==> config.mk <==
export PLATFORM = sky130hd
export DESIGN_NAME = panel_output_port
export DESIGN_NICKNAME = d
export VERILOG_FILES = /design/src/verilog/panel_pkg.sv /design/src/verilog/panel_output_port.sv
export VERILOG_INCLUDE_DIRS = /design/src /design/src/verilog
export SDC_FILE = /design/constraint.sdc
export NUM_CORES = 1
export LEC_CHECK = 0
export BUFFER_PORTS_ARGS = -buffer_cell sky130_fd_sc_hd__buf_2
export CORE_MARGIN = 8
export CORE_UTILIZATION = 53
export DETAILED_ROUTE_END_ITERATION = 16
export PLACE_DENSITY = 0.74
export SLEW_MARGIN = 10
export SYNTH_ARGS = -nofsm -noshare
export SYNTH_HDL_FRONTEND = slang
export SYNTH_SLANG_ARGS = --single-unit
==> constraint.sdc <==
create_clock -name clk -period 3.4 [get_ports clk]
set_clock_uncertainty 0.1 [all_clocks]
set_input_delay 0.17 -clock clk [delete_from_list [all_inputs] [get_ports clk]]
set_output_delay 0.17 -clock clk [all_outputs]
set_load 0.02 [all_outputs]
==> src/verilog/panel_params.svh <==
// panel output port: register map, field positions, reset values
// assumes a byte-addressed register port, one 32-bit word per register
`ifndef PANEL_PARAMS_SVH
`define PANEL_PARAMS_SVH

// register indices; byte address is four times the index
`define IDX_RUN_CTRL 8'h03
`define IDX_FORMAT 8'h04
`define IDX_PHASE 8'h05
`define ADDR_RUN_CTRL (`IDX_RUN_CTRL << 2)
`define ADDR_FORMAT (`IDX_FORMAT << 2)
`define ADDR_PHASE (`IDX_PHASE << 2)

// format register fields
`define F_PAIR 0
`define F_REDUCED 1
`define F_CSYNC 2
`define F_CLK_OD 3
`define F_DATA_OD 4
`define F_PCLK_INV 5
`define F_HCLK_INV 6
`define F_DE_INV 7
`define F_HS_INV 8
`define F_VS_INV 9
// phase register fields
`define F_HR_PHASE 0
`define F_PC_PHASE_HI 2
`define F_PC_PHASE_LO 1
// run control field
`define F_RUN 1

`define RST_FORMAT 10'h000
`define RST_PHASE 3'h0
`define RST_RUN 1'b0
`define DEPTH_MASK 8'hFC
// cycles from a link clock rise to the pins at reference phase
`define PIN_LATENCY 4

`endif

==> src/verilog/panel_pkg.sv <==
// panel output port: types shared by the design
// assumes panel_params.svh supplies the numeric constants
package panel_pkg;

    typedef struct packed {
        logic [7:0] red;
        logic [7:0] green;
        logic [7:0] blue;
    } rgb_t;

    // one pixel with its timing, as written into the port
    typedef struct packed {
        logic de;
        logic hs;
        logic vs;
        rgb_t px;
    } stream_word_t;

    // one transfer on the pins, both channels
    typedef struct packed {
        logic de;
        logic hs;
        logic vs;
        rgb_t a;
        rgb_t b;
    } out_word_t;

    typedef struct packed {
        logic pixel_output_clock;
        logic half_rate_output_clock;
        logic horiz_sync_out;
        logic vert_sync_out;
        logic data_enable_out;
        rgb_t chan_a;
        rgb_t chan_b;
    } panel_pins_t;

endpackage : panel_pkg

==> src/verilog/panel_output_port.sv <==
// panel output port: pixel fifo, formatting, polarity and pin control
// assumes clk at 125 MHz, link_clk far slower (at most clk/4) and
// unrelated; the pad ring turns each oe into a tri-state driver
//
// Overview of operation
// - pair bit clear: one 24-bit pixel per pixel output clock
// - pair bit set: two pixels, one per channel, every second clock
// - reduced depth: keep upper six bits per colour, low two zero
// - composite sync bit: vertical sync pin carries combined sync
// - clock disable: both output clock pins high impedance
// - data disable: syncs, data enable, both channels high impedance
// - pixel clock invert moves alignment from rising to falling edge
// - half-rate clock invert moves alignment from rising to falling edge
// - data enable active high, inverted when its invert bit set
// - horizontal sync active high, inverted when its invert bit set
// - vertical sync active high, inverted when its invert bit set
// - half-rate phase bit advances half-rate clock by half pixel period
// - pixel clock phase codes 00,10,01,11 give ever earlier edges
// - run enable clear clamps every pin low, over all inversions; clk_oe and ctl_oe still follow their disable bits
//
// Strobed register access was decided locally.
`include "panel_params.svh"
`timescale 1ns/1ns
`default_nettype none

// ****************************************************************
// pixel fifo
// ****************************************************************
module panel_fifo #(
    parameter int WIDTH = 27,
    parameter int DEPTH = 16
) (
    input wire logic clk,
    input wire logic rstn,
    input wire logic in_valid,
    output logic in_ready,
    input wire logic [WIDTH-1:0] in_data,
    output logic out_valid,
    input wire logic out_ready,
    output logic [WIDTH-1:0] out_data
);
    localparam int AW = $clog2(DEPTH);

    if (WIDTH < 1 || DEPTH < 2 || (DEPTH & (DEPTH - 1)) != 0) begin : g_bad_depth
        $error("fifo needs a width of one or more and a power-of-two depth of two or more");
    end

    logic [WIDTH-1:0] mem_q [DEPTH];
    logic [AW-1:0] wr_ptr_q;
    logic [AW-1:0] rd_ptr_q;
    logic [AW:0] count_q;
    logic push;
    logic pop;

    assign in_ready = (count_q != (AW+1)'(DEPTH));
    assign out_valid = (count_q != '0);
    assign out_data = mem_q[rd_ptr_q];
    assign push = in_valid && in_ready;
    assign pop = out_valid && out_ready;

    always_ff @(posedge clk) begin
        if (push) begin
            mem_q[wr_ptr_q] <= in_data;
        end
    end

    always_ff @(posedge clk or negedge rstn) begin
        if (!rstn) begin
            wr_ptr_q <= '0;
            rd_ptr_q <= '0;
            count_q <= '0;
        end else begin
            if (push) begin
                wr_ptr_q <= wr_ptr_q + 1'b1;
            end
            if (pop) begin
                rd_ptr_q <= rd_ptr_q + 1'b1;
            end
            if (push && !pop) begin
                count_q <= count_q + 1'b1;
            end else if (pop && !push) begin
                count_q <= count_q - 1'b1;
            end
        end
    end

endmodule : panel_fifo

// ****************************************************************
// output port
// ****************************************************************
module panel_output_port
    import panel_pkg::*;
#(
    parameter int FIFO_DEPTH = 16
) (
    input wire logic clk,
    input wire logic rstn,
    input wire logic [7:0] reg_addr,
    input wire logic [31:0] reg_wdata,
    input wire logic reg_wr,
    input wire logic reg_rd,
    output logic [31:0] reg_rdata,
    input wire logic link_clk,
    input wire logic in_valid,
    output logic in_ready,
    input wire stream_word_t in_word,
    output panel_pins_t pins,
    output logic clk_oe,
    output logic ctl_oe
);

    // ************************************************************
    // helpers
    // ************************************************************
    function automatic rgb_t cut_depth(input rgb_t p, input logic cut);
        rgb_t r;
        r = p;
        if (cut) begin
            r.red = p.red & `DEPTH_MASK;
            r.green = p.green & `DEPTH_MASK;
            r.blue = p.blue & `DEPTH_MASK;
        end
        return r;
    endfunction : cut_depth

    function automatic logic low_bits(input rgb_t p);
        return |{p.red[1:0], p.green[1:0], p.blue[1:0]};
    endfunction : low_bits

    // ************************************************************
    // registers
    // ************************************************************
    logic [9:0] fmt_q;
    logic [2:0] phase_q;
    logic run_q;
    logic [31:0] rdata_q;
    logic [2:0] cfg_age_q;

    always_ff @(posedge clk or negedge rstn) begin
        if (!rstn) begin
            fmt_q <= `RST_FORMAT;
            phase_q <= `RST_PHASE;
            run_q <= `RST_RUN;
        end else if (reg_wr) begin
            if (reg_addr == `ADDR_FORMAT) begin
                fmt_q <= reg_wdata[9:0];
            end
            if (reg_addr == `ADDR_PHASE) begin
                phase_q <= reg_wdata[2:0];
            end
            if (reg_addr == `ADDR_RUN_CTRL) begin
                run_q <= reg_wdata[`F_RUN];
            end
        end
    end

    // read data stands one cycle only; unmapped reads give zero
    always_ff @(posedge clk or negedge rstn) begin
        if (!rstn) begin
            rdata_q <= '0;
        end else if (!reg_rd) begin
            rdata_q <= '0;
        end else if (reg_addr == `ADDR_FORMAT) begin
            rdata_q <= {22'h0, fmt_q};
        end else if (reg_addr == `ADDR_PHASE) begin
            rdata_q <= {29'h0, phase_q};
        end else if (reg_addr == `ADDR_RUN_CTRL) begin
            rdata_q <= {30'h0, run_q, 1'b0};
        end else begin
            rdata_q <= '0;
        end
    end

    assign reg_rdata = rdata_q;

    // cycles since the last register write, saturating
    always_ff @(posedge clk or negedge rstn) begin
        if (!rstn) begin
            cfg_age_q <= '0;
        end else if (reg_wr) begin
            cfg_age_q <= '0;
        end else if (cfg_age_q != 3'h7) begin
            cfg_age_q <= cfg_age_q + 3'h1;
        end
    end

    // ************************************************************
    // link clock sampling
    // ************************************************************
    logic [1:0] lsync_q;
    logic [2:0] lhist_q;
    logic rise;
    logic fall;

    always_ff @(posedge clk or negedge rstn) begin
        if (!rstn) begin
            lsync_q <= '0;
            lhist_q <= '0;
        end else begin
            lsync_q <= {lsync_q[0], link_clk};
            lhist_q <= {lhist_q[1:0], lsync_q[1]};
        end
    end

    assign rise = lsync_q[1] && !lhist_q[0];
    assign fall = !lsync_q[1] && lhist_q[0];

    // ************************************************************
    // pixel fifo, drained one word per link clock rise
    // ************************************************************
    stream_word_t f_word;
    stream_word_t cur;
    logic f_valid;

    panel_fifo #(
        .WIDTH($bits(stream_word_t)),
        .DEPTH(FIFO_DEPTH)
    ) u_fifo (
        .clk(clk),
        .rstn(rstn),
        .in_valid(in_valid),
        .in_ready(in_ready),
        .in_data(in_word),
        .out_valid(f_valid),
        .out_ready(rise),
        .out_data(f_word)
    );

    // an empty fifo yields a blank, inactive word rather than stalling
    assign cur = f_valid ? f_word : '0;

    // ************************************************************
    // half-rate clock
    // ************************************************************
    logic hr_q;
    logic hr_early_q;
    logic [1:0] hr_hist_q;
    logic [1:0] hre_hist_q;

    always_ff @(posedge clk or negedge rstn) begin
        if (!rstn) begin
            hr_q <= 1'b0;
            hr_early_q <= 1'b0;
        end else begin
            if (rise) begin
                hr_q <= !hr_q;
            end
            if (fall) begin
                hr_early_q <= !hr_q;
            end
        end
    end

    always_ff @(posedge clk or negedge rstn) begin
        if (!rstn) begin
            hr_hist_q <= '0;
            hre_hist_q <= '0;
        end else begin
            hr_hist_q <= {hr_hist_q[0], hr_q};
            hre_hist_q <= {hre_hist_q[0], hr_early_q};
        end
    end

    // ************************************************************
    // transfer stage and delay line
    // ************************************************************
    stream_word_t hold_q;
    out_word_t st_q;
    out_word_t dly_q [2];

    // pair mode: first word held, pair sent as half-rate clock rises
    // either half live keeps de up, so an off-phase start keeps its pixel
    always_ff @(posedge clk or negedge rstn) begin
        if (!rstn) begin
            hold_q <= '0;
            st_q <= '0;
        end else if (rise) begin
            if (!fmt_q[`F_PAIR]) begin
                st_q <= '{de: cur.de, hs: cur.hs, vs: cur.vs,
                          a: cur.px, b: '0};
            end else if (hr_q) begin
                hold_q <= cur;
            end else begin
                st_q <= '{de: hold_q.de | cur.de, hs: hold_q.hs, vs: hold_q.vs,
                          a: hold_q.px, b: cur.px};
            end
        end
    end

    // delay leaves room for the clock taps to run ahead of the data
    always_ff @(posedge clk or negedge rstn) begin
        if (!rstn) begin
            dly_q[0] <= '0;
            dly_q[1] <= '0;
        end else begin
            dly_q[0] <= st_q;
            dly_q[1] <= dly_q[0];
        end
    end

    // ************************************************************
    // pins
    // ************************************************************
    logic pclk_tap;
    panel_pins_t pins_q;
    logic clk_oe_q;
    logic ctl_oe_q;
    out_word_t last;

    assign last = dly_q[1];

    // earlier codes take younger samples of the link clock
    always_comb begin
        unique case (phase_q[`F_PC_PHASE_HI:`F_PC_PHASE_LO])
            2'b00: pclk_tap = lhist_q[2];
            2'b10: pclk_tap = lhist_q[1];
            2'b01: pclk_tap = lhist_q[0];
            2'b11: pclk_tap = lsync_q[1];
        endcase
    end

    always_ff @(posedge clk or negedge rstn) begin
        if (!rstn) begin
            pins_q <= '0;
        end else if (!run_q) begin
            pins_q <= '0;
        end else begin
            pins_q.pixel_output_clock <= pclk_tap ^ fmt_q[`F_PCLK_INV];
            pins_q.half_rate_output_clock <= (phase_q[`F_HR_PHASE] ?
                hre_hist_q[1] : hr_hist_q[1]) ^ fmt_q[`F_HCLK_INV];
            pins_q.data_enable_out <= last.de ^ fmt_q[`F_DE_INV];
            pins_q.horiz_sync_out <= last.hs ^ fmt_q[`F_HS_INV];
            pins_q.vert_sync_out <= (fmt_q[`F_CSYNC] ? (last.hs | last.vs) :
                last.vs) ^ fmt_q[`F_VS_INV];
            pins_q.chan_a <= cut_depth(last.a, fmt_q[`F_REDUCED]);
            pins_q.chan_b <= cut_depth(last.b, fmt_q[`F_REDUCED]);
        end
    end

    always_ff @(posedge clk or negedge rstn) begin
        if (!rstn) begin
            clk_oe_q <= 1'b1;
            ctl_oe_q <= 1'b1;
        end else begin
            clk_oe_q <= !fmt_q[`F_CLK_OD];
            ctl_oe_q <= !fmt_q[`F_DATA_OD];
        end
    end

    assign pins = pins_q;
    assign clk_oe = clk_oe_q;
    assign ctl_oe = ctl_oe_q;
endmodule : panel_output_port

`default_nettype wire

==> qor.log <==
qor: run_status.status completed
qor: sta.setup_ws 0.392 ns
qor: power_and_ir_drop.power_density_normalized_to_cell_area 810 nW/um^2
qor: sta.setup_tns 0 ns
qor: logic_synthesis.synthesized_instance_count 1330
qor: setup_path.critical_path.endpoint_type flop
qor: global_routing.global_route.peak_usage_layer met2
qor: sta.grt_setup_unrepaired false
qor: setup_path.cp_num_buf_inv 1
qor: logic_synthesis.synth_area 25900 sq um
qor: place.place_worst_setup_slack 0.390 ns
qor: detailed_routing.route.detailed.vias_per_inst 5.68
qor: logic_synthesis.synth.top_cells.by_area sky130_fd_sc_hd__edfxtp_1 50%, sky130_fd_sc_hd__dfrtp_1 27%, sky130_fd_sc_hd__mux4_2 9.3%, sky130_fd_sc_hd__a22o_1 1.7%, sky130_fd_sc_hd__and2_1 1.5%
qor: clocking.clkLatencyLatePin 0.60 ns
qor: detailed_routing.aggregate_routed_wire_length 50600 um
qor: detailed_routing.postRouteAntennaNets 0
qor: job.max-cap-violations 0
qor: hold_path.hold_class in -> reg
qor: setup_path.cp.arrival 3.17 ns
qor: die.floorplan.die.height 237 um
qor: layout.postLayoutCoreUtil 62.5%
qor: power_and_ir_drop.p_seq_share 45.3%
qor: logic_synthesis.synth_seq_area_share 77.4%
qor: detailed_routing.avgRoutedWirePerCell 22.7 um
qor: clocking.number_of_buffers_created_by_cts 73
qor: power_and_ir_drop.switching_power_share_of_the_total 27.7%
qor: global_routing.initial_antenna_violation_count 0
qor: clocking.cts_htree_levels 3
qor: setup_path.worst_path_largest_cell_delay 0.91 ns
qor: sta.finalHoldViolations 0
qor: setup_path.crit_path_max_fanout 15
qor: sta.slew_limit_fails 0
qor: power_and_ir_drop.intPower 17.8 mW
qor: logic_synthesis.synthDistinctLibCells 47
qor: global_routing.grt_pass1_wl 78100 um
qor: detailed_routing.detail_route.iter0.violations 1037
qor: clocking.cts.reportedPaths.clkPinSlew 0.06 ns
qor: logic_synthesis.synth_warnings 0
qor: sta.relSlewSlack 25.2%
qor: die.starting_utilization_of_the_core_area 53.3%
qor: sta.setup_violations 0
qor: clocking.cts_max_path_buffers 3
qor: clocking.cts_root_buffer sky130_fd_sc_hd__clkbuf_16
qor: setup_path.cp-start-kind flop
qor: power_and_ir_drop.peakVddDrop 0.424 mV
qor: logic_synthesis.yosys_most_used_dff sky130_fd_sc_hd__edfxtp_1
qor: setup_path.path_common_cell sky130_fd_sc_hd__nand2_1
qor: layout.design_area 30400 sq um
qor: global_routing.vias_in_the_first_global_route 13113
qor: detailed_routing.firstDrtPassIters 5
qor: sta.layout_min_cycle_time 3.01 ns
qor: logic_synthesis.avgSynthCellArea 19.5 sq um
qor: setup_path.critPathRequiredTime 3.57 ns
qor: layout.drive_above_1_share 27.7%
qor: power_and_ir_drop.total_switching_power 6.83 mW
qor: logic_synthesis.synth_seq_cells 715
qor: setup_path.crit_family simple AND/OR/NAND/NOR gates
qor: power_and_ir_drop.p_leak 11.8 nW
qor: global_routing.global_route.overflow_total 0
qor: sta.period_utilization_post_route 88.5%
qor: logic_synthesis.yosysTopAreaCellShare 50.0%
qor: die.rows 81
qor: die.fp.dieArea 56200 sq um
qor: logic_synthesis.synth_enable_flop_cells 432
qor: power_and_ir_drop.power_frac_comb 21.1%
qor: logic_synthesis.synth-async-reset-ratio 39.6%
qor: die.floorplan.die.width 237 um
qor: layout.layout.nets 1627
qor: clocking.cts_tree yes
qor: layout.n_antenna_cell 0
qor: place.place.gp.congestion 0.761
qor: detailed_routing.detailroute.via_count 12648
qor: global_routing.global_route.usage.total 18.1%
qor: place.postPlaceCellArea 27300 sq um
qor: place.dpl.hpwl 28100 um
qor: global_routing.grt_max_degree 100
qor: die.floorplan.core_area 48600 sq um
qor: setup_path.slowest_stage sky130_fd_sc_hd__nor2_2
qor: global_routing.met2_usage 29.9%
qor: power_and_ir_drop.share_clk_of_total_power 33.7%
qor: layout.area_growth 17.3%
qor: global_routing.grt_util_met3 3.97%
qor: place.io_buffers 116
qor: logic_synthesis.synthDominantAreaCellType sky130_fd_sc_hd__edfxtp_1
qor: setup_path.timing_worst_setup_path_type reg -> reg
qor: setup_path.cp_cell_sequence nor4_1 -> nand2_1 -> and2_1 -> nand2_1 -> nor2_2 -> buf_4
qor: die.io-pin-count 161
qor: sta.fmax 332 MHz
qor: clocking.tritoncts_num_sinks 715
qor: detailed_routing.drcViolationCount 0
qor: global_routing.grt_util_met1 24.0%
qor: sta.worst_slew_pin_slew 1.12 ns
[worst paths after layout]
path / to / cells past startpoint / slack (ns) / startpoint
setup reg to reg: u_fifo.mem_q[4][18]$_DFFE_PP_ / 6 / 0.39 / u_fifo.count_q[0]$_DFFE_PN0P_
min in group asynchronous: reg_rdata[3]$_DFF_PN0_ / 2 / 0.12 / rstn
hold reg to reg: dly_q[5]$_DFF_PN0_ / 0 / 0.24 / dly_q[56]$_DFF_PN0_
hold / removal: u_fifo.wr_ptr_q[1]$_DFFE_PN0P_ / 4 / 0.04 / in_valid
setup / recovery: u_fifo.mem_q[4][18]$_DFFE_PP_ / 6 / 0.39 / u_fifo.count_q[0]$_DFFE_PN0P_
max in group asynchronous: pins[10]$_DFF_PN0_ / 3 / 2.20 / rstn
[synthesized netlist by cell type (10+ instances only)]
master	count
sky130_fd_sc_hd__edfxtp_1	432
sky130_fd_sc_hd__dfrtp_1	281
sky130_fd_sc_hd__mux4_2	107
sky130_fd_sc_hd__nor2_1	63
sky130_fd_sc_hd__and2_1	61
sky130_fd_sc_hd__a22o_1	50
sky130_fd_sc_hd__clkbuf_1	43
sky130_fd_sc_hd__a22oi_1	42
sky130_fd_sc_hd__nand2_1	41
sky130_fd_sc_hd__buf_4	26
sky130_fd_sc_hd__a221oi_2	20
sky130_fd_sc_hd__mux2_2	20
sky130_fd_sc_hd__mux2i_1	10
sky130_fd_sc_hd__xnor2_1	10
[per-layer routing]
metal	routed length, um	share of wire [%]
met4	1120	2.2
met1	20700	41
met5	0	0
met2	25400	50
met3	3380	6.7
[cells in the final DEF, fill, tap and decap left out, drive strengths merged, types with 10 or more instances in the layout]
cell type,n
and2,61
a221oi,21
clkbuf,103
mux4,107
dfrtp,281
clkinv,20
a22oi,42
mux2i,10
mux2,20
dlygate4sd3,51
nand2,41
edfxtp,432
conb,22
nor3,10
buf,159
nor2,64
a22o,50
xnor2,10
[sequential cells by signal, indices dropped and copies added, names as in the netlist, 2 cells and up]
register and flops:
u_fifo.rd_ptr_q 4, hre_hist_q 2, pins 53, lsync_q 2, hold_q 27, fmt_q 10
phase_q 3, st_q 51, lhist_q 3, reg_rdata 10, hr_hist_q 2, u_fifo.wr_ptr_q 4
u_fifo.mem_q 432, dly_q 102, u_fifo.count_q 5
[worst register-to-register path, delay by kind of cell, from the launching register on]
kind | cells | cell delay (ns)
buf+inv | 1 | 0.43
simple gates | 5 | 1.69
flops | 1 | 0.43
[power by group through the flow]
stage / clock, mW / sequential (mW) / combinational, mW
2_1_floorplan: 0 / 11.0 / 3.80
3_3_place_gp: 0 / 11.2 / 5.03
3_5_place_dp: 0 / 11.3 / 5.12
4_1_cts: 8.44 / 11.2 / 5.22
5_1_grt: 8.78 / 11.3 / 5.57
6_report: 8.30 / 11.1 / 5.19
[cell families (layout without fill, tap and decap cells)]
| logic type | count (synthesis) | in the layout | synth area share, % |
|---|---|---|---|
| xor gates and xnor gates | 17 | 17 | 0.574 |
| adders and majority gates | 10 | 10 | 0.512 |
| DFF | 715 | 715 | 77.4 |
| other | 1 | 22 | 0.0145 |
| AOI/OAI and AO/OA | 145 | 145 | 4.93 |
| and+or+nand+nor | 207 | 207 | 3.98 |
| muxes | 137 | 137 | 10.6 |
| buffers and inverters | 98 | 352 | 2.07 |
[area by class of cell]
cell class / count / area [sq um]
sequential: 715 / 20100
multi-input combinational: 538 / 5490
inverter: 6 / 22.5
fill: 3331 / 18300
tap: 622 / 778
clock buffer: 103 / 2140
clock inverter: 33 / 400
timing repair buffer: 210 / 1500
[metrics by stage]
step	cells	power [mW]	hold slack, ns
after CTS	2227	24.8	0.00657
after detailed placement	2040	16.4	0.145
after global placement	2040	16.3	0.147
after global routing	2227	25.6	0.0323
final	2227	24.6	0.0440
after floorplan	1351	14.8	-0.226
[timing repair]
action,in CTS,in global routing
hold buffers,51,0
endpoints found under the hold margin,552,0
resized for setup,0,0
buffers inserted,0,0
Power figures use the tool's default switching activity.
